[config.mk]
export PLATFORM = sky130hd
export DESIGN_NAME = tpr_trap_unit
export DESIGN_NICKNAME = d
export VERILOG_FILES = /design/src/common/tpr_pkg.sv /design/src/design/tpr_trap_unit.sv
export SDC_FILE = /design/constraint.sdc
export NUM_CORES = 1
export LEC_CHECK = 0
export ABC_AREA = 1
export BUFFER_PORTS_ARGS = -buffer_cell sky130_fd_sc_hd__buf_2
export CORE_ASPECT_RATIO = 1.75
export CORE_MARGIN = 3
export CORE_UTILIZATION = 36
export CTS_BUF_LIST = sky130_fd_sc_hd__clkbuf_8
export CTS_CLUSTER_DIAMETER = 120
export DETAILED_ROUTE_END_ITERATION = 10
export PLACE_DENSITY = 0.65
export SLEW_MARGIN = 15
export SYNTH_ARGS = -nofsm -noshare
export SYNTH_HDL_FRONTEND = slang
export SYNTH_SLANG_ARGS = --single-unit
[constraint.sdc]
create_clock -name i_clk -period 3.4 [get_ports i_clk]
set_clock_uncertainty 0.1 [all_clocks]
set_input_delay 0.68 -clock i_clk [delete_from_list [all_inputs] [get_ports i_clk]]
set_output_delay 0.68 -clock i_clk [all_outputs]
set_load 0.02 [all_outputs]
[src/common/tpr_pkg.sv]
/*
  tpr_pkg: constants for the trap priority and restart reporting unit.
  assumes one processor clock; widths of addresses and opcodes are 32 and 8 bits.
*/
package tpr_pkg;
  localparam int ADDR_W = 32;
  localparam int DATA_W = 32;
  localparam int CTRL_W = 32;
  localparam int OPC_W  = 8;
  localparam int NUM_LEVELS = 14;
  localparam int CAUSE_W = 4;

  // cause codes equal the priority level, 0 means nothing taken
  typedef enum logic [3:0] {
    TPR_NONE    = 4'h0,
    TPR_WARN    = 4'h1,
    TPR_DTRANS  = 4'h2,
    TPR_IEXEC   = 4'h3,
    TPR_DACC    = 4'h4,
    TPR_TRAP0   = 4'h5,
    TPR_TRAP1   = 4'h6,
    TPR_INT0    = 4'h7,
    TPR_INT1    = 4'h8,
    TPR_INT2    = 4'h9,
    TPR_INT3    = 4'ha,
    TPR_TIMER   = 4'hb,
    TPR_TRACE   = 4'hc,
    TPR_IFETCH  = 4'hd,
    TPR_ILLEGAL = 4'he
  } tpr_cause_t;

  localparam logic [ADDR_W-1:0] PC_RESET   = 32'h0000_0000;
  localparam logic [DATA_W-1:0] CH_RESET   = 32'h0000_0000;
  localparam logic [OPC_W-1:0]  OPC_RESET  = 8'h00;
endpackage

[src/design/tpr_trap_unit.sv]
/*
  tpr_trap_unit: picks one pending interrupt or trap per cycle and records restart state.
  assumes pipeline supplies pc of the executing (curr) and following (next) instruction,
  and the access channel reports the in-flight or faulting access each cycle.
*/
// Function
// (RL1) capture pc history on exceptions
// (RL2) record faulting access in channel registers
// (RL3) inst traps: mid pc curr or next
// (RL4) async events: mid pc is next
// (RL5) execution traps: old pc trapping, mid next
// (RL6) execution traps load exception opcode
// (RL7) fetch faults trap only on execute
// (RL8) nonsequential fetch discards prefetch fault
// (RL9) fixed fourteen level priority order
// (RL10) level 2 next, channel always valid
// (RL11) level 3 next, channel valid some
// (RL12) level 13 curr, channel not applicable
// (RL13) fatal warning loads channel only mid-access
// (RL14) execution traps report next as restart
// (RL15) losers stay pending or regenerate
// (RL16) async levels may save multiple state
// (RL17) sources hold requests until taken
`timescale 1ns/1ns
`default_nettype none
module tpr_trap_unit (
  input  wire logic                          i_clk,
  input  wire logic                          i_resetn,
  input  wire logic                          i_fatal_warning,
  input  wire logic                          i_dtrans_fault,
  input  wire logic                          i_exec_fault,
  input  wire logic                          i_exec_fault_chan,
  input  wire logic                          i_dacc_error,
  input  wire logic [1:0]                    i_external_trap,
  input  wire logic [3:0]                    i_external_interrupt_request,
  input  wire logic                          i_timer_pending,
  input  wire logic                          i_trace_pending,
  input  wire logic                          i_ifetch_fault,
  input  wire logic                          i_illegal_op,
  input  wire logic                          i_exec_valid,
  input  wire logic                          i_nonseq_fetch,
  input  wire logic [tpr_pkg::ADDR_W-1:0]    i_pc_curr,
  input  wire logic [tpr_pkg::ADDR_W-1:0]    i_pc_next,
  input  wire logic [tpr_pkg::OPC_W-1:0]     i_opcode,
  input  wire logic                          i_access_busy,
  input  wire logic                          i_multiple_active,
  input  wire logic [tpr_pkg::ADDR_W-1:0]    i_ch_addr,
  input  wire logic [tpr_pkg::DATA_W-1:0]    i_ch_data,
  input  wire logic [tpr_pkg::CTRL_W-1:0]    i_ch_ctrl,
  output logic                               o_take,
  output logic [tpr_pkg::CAUSE_W-1:0]        o_cause,
  output logic [tpr_pkg::ADDR_W-1:0]         o_restart_pc_history_new,
  output logic [tpr_pkg::ADDR_W-1:0]         o_restart_pc_history_mid,
  output logic [tpr_pkg::ADDR_W-1:0]         o_restart_pc_history_old,
  output logic [tpr_pkg::OPC_W-1:0]          o_exc_opcode,
  output logic [tpr_pkg::ADDR_W-1:0]         o_ch_addr,
  output logic [tpr_pkg::DATA_W-1:0]         o_ch_data,
  output logic [tpr_pkg::CTRL_W-1:0]         o_ch_ctrl,
  output logic                               o_ch_valid
);
  import tpr_pkg::*;

  logic       fetch_fault_held;
  logic       ifetch_live;
  logic [NUM_LEVELS:1] req;
  tpr_cause_t next_cause;
  logic       next_take;
  logic       inst_class;
  logic       load_chan;

  // prefetch fault is held until its instruction executes or flow is redirected
  always_ff @(posedge i_clk) begin
    if (!i_resetn) begin
      fetch_fault_held <= 1'b0;
    end else if (i_nonseq_fetch) begin
      fetch_fault_held <= 1'b0;                           // [RL8]
    end else if (next_take && next_cause == TPR_IFETCH) begin
      fetch_fault_held <= 1'b0;
    end else if (i_ifetch_fault) begin
      fetch_fault_held <= 1'b1;
    end
  end

  // only raised when the faulting instruction is attempted
  assign ifetch_live = (fetch_fault_held | i_ifetch_fault) & i_exec_valid & ~i_nonseq_fetch; // [RL7] [RL8]

  // request vector indexed by priority level; levels 13/14 regenerate on re-execution
  always_comb begin
    req      = '0;
    req[1]   = i_fatal_warning;
    req[2]   = i_dtrans_fault;
    req[3]   = i_exec_fault;
    req[4]   = i_dacc_error;
    req[5]   = i_external_trap[0];
    req[6]   = i_external_trap[1];
    req[7]   = i_external_interrupt_request[0];
    req[8]   = i_external_interrupt_request[1];
    req[9]   = i_external_interrupt_request[2];
    req[10]  = i_external_interrupt_request[3];
    req[11]  = i_timer_pending;
    req[12]  = i_trace_pending;
    req[13]  = ifetch_live;
    req[14]  = i_illegal_op & i_exec_valid;
  end

  // lowest level number wins; losers are not consumed here
  always_comb begin
    next_cause = TPR_NONE;
    next_take  = 1'b0;
    for (int lvl = NUM_LEVELS; lvl >= 1; lvl--) begin   // [RL9] [RL15]
      if (req[lvl]) begin
        next_cause = tpr_cause_t'(lvl[CAUSE_W-1:0]);
        next_take  = 1'b1;
      end
    end
  end

  // curr-class restart only for fetch and illegal levels
  assign inst_class = (next_cause == TPR_IFETCH) || (next_cause == TPR_ILLEGAL);

  always_comb begin
    case (next_cause)
      TPR_WARN:    load_chan = i_access_busy;                     // [RL13]
      TPR_DTRANS:  load_chan = 1'b1;                              // [RL10]
      TPR_IEXEC:   load_chan = i_exec_fault_chan;                 // [RL11]
      TPR_DACC:    load_chan = 1'b1;                              // [RL2]
      TPR_TRAP0, TPR_TRAP1, TPR_INT0, TPR_INT1, TPR_INT2, TPR_INT3,
      TPR_TIMER, TPR_TRACE:
                   load_chan = i_multiple_active;                 // [RL16]
      TPR_IFETCH, TPR_ILLEGAL:
                   load_chan = 1'b0;                              // [RL12]
      default:     load_chan = 1'b0;
    endcase
  end

  always_ff @(posedge i_clk) begin
    if (!i_resetn) begin
      o_take  <= 1'b0;
      o_cause <= TPR_NONE;
    end else begin
      o_take  <= next_take;
      o_cause <= next_cause;
    end
  end

  // pc history: mid holds the restart point, old the trapping instruction
  always_ff @(posedge i_clk) begin
    if (!i_resetn) begin
      o_restart_pc_history_new <= PC_RESET;
      o_restart_pc_history_mid <= PC_RESET;
      o_restart_pc_history_old <= PC_RESET;
    end else if (next_take) begin                                  // [RL1]
      o_restart_pc_history_new <= i_pc_next;
      if (inst_class) begin
        o_restart_pc_history_mid <= i_pc_curr;                     // [RL3] [RL12]
      end else begin
        o_restart_pc_history_mid <= i_pc_next;                     // [RL4] [RL10] [RL11] [RL14]
      end
      o_restart_pc_history_old <= i_pc_curr;                       // [RL5]
    end
  end

  // opcode captured only for execution traps
  always_ff @(posedge i_clk) begin
    if (!i_resetn) begin
      o_exc_opcode <= OPC_RESET;
    end else if (next_take && next_cause == TPR_IEXEC) begin
      o_exc_opcode <= i_opcode;                                    // [RL6]
    end
  end

  // channel contents are kept when not applicable so software state survives
  always_ff @(posedge i_clk) begin
    if (!i_resetn) begin
      o_ch_addr  <= PC_RESET;
      o_ch_data  <= CH_RESET;
      o_ch_ctrl  <= CH_RESET;
      o_ch_valid <= 1'b0;
    end else if (next_take) begin
      o_ch_valid <= load_chan;
      if (load_chan) begin
        o_ch_addr <= i_ch_addr;                                    // [RL2]
        o_ch_data <= i_ch_data;
        o_ch_ctrl <= i_ch_ctrl;
      end
    end
  end
endmodule // tpr_trap_unit
`default_nettype wire

==> results of run 1 <==
==> critical path: cells and delay by family, from the launching register on <==
kind	cells	cell delay (ns)
AND/OR/NAND/NOR	12	0.93
AO/OA/AOI/OAI	2	0.39
buffers and inverters	3	0.50
flip-flops	1	0.30
==> cell type report <==
class | instances | area [um2] | share of cell area (%)
sequential | 207 | 4140 | 37.4
clock buffer | 43 | 592 | 5.34
tap | 296 | 370 | 3.34
clock inverter | 10 | 38.8 | 0.350
antenna | 3 | 7.51 | 0.0678
inverter | 159 | 597 | 5.39
multi-input combinational | 722 | 3200 | 28.9
timing repair buffer | 406 | 2120 | 19.2
==> flip-flops by register name, indices dropped and copies added (netlist names), 4 cells and up <==
signal                    cells
o_cause                       4
o_ch_data                    32
o_exc_opcode                  8
o_ch_addr                    32
o_restart_pc_history_old     32
o_restart_pc_history_mid     32
o_ch_ctrl                    32
o_restart_pc_history_new     32
==> power by group <==
group          internal [mW]  switching, mW
Combinational          0.434          0.784
Clock                   1.11          0.940
Sequential              2.64          0.103
Total                   4.18           1.83
==> logic make-up (layout without fill, tap and decap cells) <==
logic type             Yosys count  count (layout)  synth area share, %
other                            0               3                    0
DFF                            207             207                 50.3
buffers and inverters          227             618                 11.2
AOI/OAI and AO/OA              120             120                 8.84
and+or+nand+nor                602             602                 29.6
==> metal layers <==
layer  track usage, %  up-vias  wire length, um
met5                0        -               27
met4             6.69        4              654
met2             36.8      331            13700
met3             5.56       45             2360
li1                 -     4285                -
met1             22.0     3739             9860
==> cell usage after synthesis, types with 3 or more instances <==
cell type  instances  area, um2
inv_1            153        574
nand3_1          103        515
nand2_2            4       25.0
clkbuf_1          37        139
buf_6              4       45.0
nor2_2             3       18.8
buf_2             19       95.1
buf_4              4       30.0
a21oi_1            9       45.0
nor2_1           207        777
dfxtp_1          207       4140
buf_1              4       15.0
o21ai_0           75        375
a22o_1            32        280
inv_2              4       15.0
nand2_1          280       1050
==> worst paths after layout <==
kind / from / end / slack [ns] / cells past startpoint
worst max register to register: fetch_fault_held$_SDFFE_PP0P_ / o_ch_ctrl[24]$_SDFFE_PN0P_ / 0.99 / 17
worst min register to register: o_restart_pc_history_mid[15]$_SDFFE_PN0N_ / o_restart_pc_history_mid[15]$_SDFFE_PN0N_ / 0.35 / 2
worst max-delay path: fetch_fault_held$_SDFFE_PP0P_ / o_ch_ctrl[24]$_SDFFE_PN0P_ / 0.99 / 17
worst min-delay path: i_pc_curr[5] / o_restart_pc_history_old[5]$_SDFFE_PN0N_ / 0.24 / 2
==> metrics by stage <==
step	setup slack (ns)	hold slack, ns
CTS	0.987	0.183
global route	0.726	0.211
finish	0.985	0.241
detailed placement	0.446	0.338
global placement	0.509	0.331
floorplan	0.922	0.425
==> results.json, run 1 <==
{
  "most-common-layout-cells": "buf_2 (394), nand2_1 (280), dfxtp_1 (207)",
  "ys.warnings.count": 0,
  "clk_path_buf_depth": 3,
  "globalplace.congestion": 0.810,
  "nets": 1715,
  "cp_max_fo": 96,
  "path_cells": "clkinv_1 -> nand2_1 -> nand2_1 -> nand4_1 -> nand3_1 -> nand2_1 -> nand2_1 -> nand2_1 -> a21oi_2 -> inv_2 -> nand3_1 -> nand2_1 -> a21oi_4 -> buf_12 -> nand3_1 -> nand2_1 -> nor2_1",
  "cts_resized": 0,
  "clk_latency_ns": 0.55,
  "htreeDepth": 1,
  "synthArstFlopShare_pct": 0,
  "netlist_area_um2": 8230,
  "grt_max_degree": 98,
  "max-cap-violations": 0,
  "cp-start-kind": "flip-flop",
  "critPathArrivalTime_ns": 2.77,
  "drt_iter0_drc": 577,
  "fp.dieH_um": 206,
  "syn_area_per_cell_um2": 7.12,
  "wirelength_um": 26600,
  "synth_edf_count": 0,
  "cts_root_buffer": "clkbuf_8",
  "wl_per_cell_um": 14.4,
  "grt_pass1_wl_um": 40200,
  "status": "finished clean",
  "postCtsSetupBuffers": 0,
  "rows": 72,
  "final_common_cell": "buf_2",
  "worstPathRequired_ns": 3.75,
  "post-route-period-util_pct": 71.0,
  "n_fill_cell": 2350,
  "cts_sinks": 207,
  "viasPerCell": 4.55,
  "vias": 8404,
  "final_cells": 1846,
  "tightest_slew_ns": 1.00,
  "cp_slowest_stage_delay_ns": 0.37,
  "postCtsHoldBufs": 0,
  "p_per_area_nw_per_um2": 542,
  "finalSetupViolations": 0,
  "leakagePower_nw": 6.23,
  "grt_use_total_pct": 20.0,
  "hold_class": "in -> reg",
  "drt-pass1-iter-count": 4,
  "place_hpwl_um": 19100,
  "worst_slew_margin_rel_pct": 33.1,
  "netlist-cell-type-count": 24,
  "portBuffers": 394,
  "vdd.ir_drop.worst_mv": 0.333,
  "areaGrowthSynthToFinish_pct": 34.5,
  "grt_pass1_vias": 7785,
  "post-route-min-period_ns": 2.41,
  "ys_ff_latch": 207,
  "rsz0062_at_grt": "no",
  "place_inst": 1790,
  "syn_nets": 1345,
  "cts_tree": "yes",
  "path_class": "reg -> reg",
  "final_area_um2": 11100,
  "ios": 395,
  "drcViolationCount": 0,
  "setup_tns_ns": 0,
  "worstSetupEndpointType": "flip-flop",
  "grt_remaining_overflow": 0,
  "timing.final.hold_violations": 0,
  "dpl_cell_area_um2": 10400,
  "synthCells": 1156,
  "ant_nets": 0,
  "critPathMostFrequentCell": "nand2_1",
  "dieArea_um2": 24800,
  "initial_core_util_pct": 36.9,
  "fin_util_pct": 49.6,
  "antenna_found_initial": 5,
  "final_max_slew_viol_count": 0,
  "seq_area_frac_synth_pct": 50.3,
  "cts_made_buffers": 30,
  "drive_above_1_share_pct": 30.3,
  "core_um2": 22300,
  "clk_pin_slew_ns": 0.07,
  "die_x_um": 120,
  "synth_ff_type": "dfxtp_1",
  "cp_slowest_cell": "buf_12",
  "max_freq_mhz": 414,
  "total_power_mw": 6.01
}
Note: power is estimated with default switching activity, not from simulation.
==> inputs of run 2 (changes only) <==
- PLACE_DENSITY: 0.65 -> 0.67
- clock period: 3.4 -> 2.06 ns (I/O delays scaled with it)
==> results.json, run 2 (same netlist as run 1, synthesis figures left out) <==
{
  "timing.final.hold_violations": 0,
  "worstSetupEndpointType": "flip-flop",
  "met1_usage_pct": 23.2,
  "cts_root_buffer": "clkbuf_8",
  "vias": 9936,
  "drive_above_1_share_pct": 37.3,
  "ios": 395,
  "critPathTopFamily": "simple AND/OR/NAND/NOR gates",
  "wirelength_um": 33500,
  "holdPathEnd": "o_restart_pc_history_old[26]$_SDFFE_PN0N_",
  "critPathMostFrequentCell": "nand2_1",
  "reg2reg_depth": 19,
  "drt-pass1-iter-count": 5,
  "path_class": "reg -> reg",
  "cp_slowest_stage_delay_ns": 0.33,
  "violations": "negative setup slack",
  "globalplace.congestion": 0.816,
  "p_per_area_nw_per_um2": 739,
  "grt-busiest-layer": "met2",
  "leakagePower_nw": 7.61,
  "worst_hold_slack_ns": 0.0581,
  "antenna_found_initial": 4,
  "areaGrowthSynthToFinish_pct": 75.0,
  "status": "finished, violations left",
  "hold_class": "in -> reg",
  "crit_cells": 19,
  "cts_tree": "yes",
  "r2r_slack_ns": -0.25,
  "drcViolationCount": 0,
  "place_hpwl_um": 19400,
  "clk_pin_slew_ns": 0.06,
  "rows": 72,
  "portBuffers": 394,
  "initial_core_util_pct": 36.9,
  "worstPathRequired_ns": 2.42,
  "cts_sinks": 207,
  "clk_latency_ns": 0.55,
  "max-cap-violations": 0,
  "cts_made_buffers": 30,
  "post-route-period-util_pct": 112,
  "reg2reg_from": "fetch_fault_held$_SDFFE_PP0P_",
  "dieArea_um2": 24800,
  "path_cells": "inv_4 -> nand2_4 -> nand2_2 -> nand4_1 -> nand3_1 -> nand2_1 -> nand2_1 -> nand2_1 -> a21oi_4 -> inv_2 -> nand3_2 -> nand2_2 -> buf_6 -> a21oi_4 -> buf_12 -> buf_12 -> nand3_1 -> nand2_1 -> nor2_1",
  "setup_ws_ns": -0.254,
  "final_common_cell": "buf_2",
  "worstHoldStart": "i_pc_curr[26]",
  "post-route-min-period_ns": 2.31,
  "vdd.ir_drop.worst_mv": 0.607,
  "grt_max_degree": 79,
  "grt_pass1_vias": 9596,
  "grt_pass1_wl_um": 47100,
  "use_met3_pct": 6.79,
  "htreeDepth": 1,
  "ant_nets": 0,
  "cp.buffers_inverters": 5,
  "rsz0062_at_grt": "yes",
  "max_freq_mhz": 432,
  "cp_slowest_cell": "dfxtp_2",
  "cp-start-kind": "flip-flop",
  "place_ws_ns": -0.460,
  "use_met2_pct": 43.5,
  "finalSetupViolations": 129,
  "die_x_um": 120,
  "core_um2": 22300,
  "final_max_slew_viol_count": 0,
  "wl_per_cell_um": 16.1,
  "viasPerCell": 4.77,
  "critPathArrivalTime_ns": 2.67,
  "most-common-layout-cells": "buf_2 (394), nand2_1 (235), dfxtp_1 (206)",
  "nets": 1954,
  "worst_slew_margin_rel_pct": 42.9,
  "clk_path_buf_depth": 3,
  "fp.dieH_um": 206,
  "grt_remaining_overflow": 0,
  "reg2reg_to": "o_ch_data[18]$_SDFFE_PN0P_",
  "tightest_slew_ns": 0.853,
  "drt_iter0_drc": 468,
  "grt_use_total_pct": 23.2,
  "min_path_cells": 3,
  "cp_max_fo": 20,
  "total_power_mw": 10.6
}
==> run 2: cell count changes in the layout (fill, tap and decap cells not counted), moves of 16 or more <==
| cell | before | now |
|---|---|---|
| o21ai_2 | 0 | 27 |
| buf_4 | 7 | 41 |
| o21ai_0 | 75 | 33 |
| nand2_1 | 280 | 235 |
| nand2_2 | 4 | 22 |
| dlygate4sd3_1 | 0 | 157 |
| nor2_2 | 3 | 23 |
| buf_12 | 5 | 21 |
| nor2_1 | 205 | 177 |
| nand2_4 | 0 | 25 |
==> run 2: worst max path at each step <==
stage,start,to,slack [ns]
2_1_floorplan,i_exec_valid,o_ch_addr[22]$_SDFFE_PN0P_,-0.06
3_3_place_gp,i_exec_valid,o_restart_pc_history_mid[24]$_SDFFE_PN0N_,-0.44
3_5_place_dp,i_exec_valid,o_restart_pc_history_mid[24]$_SDFFE_PN0N_,-0.46
4_1_cts,fetch_fault_held$_SDFFE_PP0P_,o_ch_ctrl[6]$_SDFFE_PN0P_,-0.20
5_1_grt,fetch_fault_held$_SDFFE_PP0P_,o_ch_ctrl[6]$_SDFFE_PN0P_,-0.41
6_report,fetch_fault_held$_SDFFE_PP0P_,o_ch_data[18]$_SDFFE_PN0P_,-0.25
==> run 2: cell type report <==
class                           instances  area (um2)
Timing Repair Buffer                  643        4890
Fill cell                            1792        7930
Sequential cell                       207        4150
Multi-Input combinational cell        724        3800
Clock buffer                           36         495
Antenna cell                            2        5.00
Tap cell                              296         370
Inverter                              159         613
Clock inverter                         17        95.1
==> run 2: through the flow <==
stage                     instances  utilization, %  TNS (ns)  instance area (um2)
after floorplan                1156               -     -3.80                 8300
after global routing           2084            64.5    -42.95                14400
after CTS                      2060            60.6    -19.84                13500
after global placement         1833            48.9    -48.51                10900
final                          2084            64.5    -24.07                14400
after detailed placement       1833            48.9    -50.35                10900
==> run 2: power by group <==
| part | total [mW] | switching (mW) | internal (mW) | leakage [nW] |
|---|---|---|---|---|
| logic | 2.84 | 1.58 | 1.26 | 5.54 |
| clock network | 3.26 | 1.57 | 1.70 | 0.352 |
| registers | 4.54 | 0.192 | 4.35 | 1.72 |
| total | 10.6 | 3.34 | 7.30 | 7.61 |
==> run 2: routing by layer <==
metal  up-vias  wire length [um]
met1      4551             11400
li1       4781                 -
met4         4              1440
met2       495             17800
met3       105              2810
met5         -                34
==> run 2: worst register-to-register path, cell delays in order, from the launching register on <==
cell	delay, ns
dfxtp_2	0.33
inv_4	0.05
nand2_4	0.05
nand2_2	0.06
nand4_1	0.07
nand3_1	0.08
nand2_1	0.07
nand2_1	0.06
nand2_1	0.08
a21oi_4	0.17
inv_2	0.08
nand3_2	0.09
nand2_2	0.07
buf_6	0.13
a21oi_4	0.17
buf_12	0.17
buf_12	0.17
nand3_1	0.09
nand2_1	0.09
nor2_1	0.05
==> run 2: timing repair <==
action | 4_1_cts | 5_1_grt
buffers inserted | 11 | 7
hold buffers | 157 | 0
endpoints found under the hold margin | 159 | 0
setup endpoints to repair | 129 | 137
gates cloned | 6 | 16
pin swaps | 13 | 20
gates resized for setup | 65 | 161
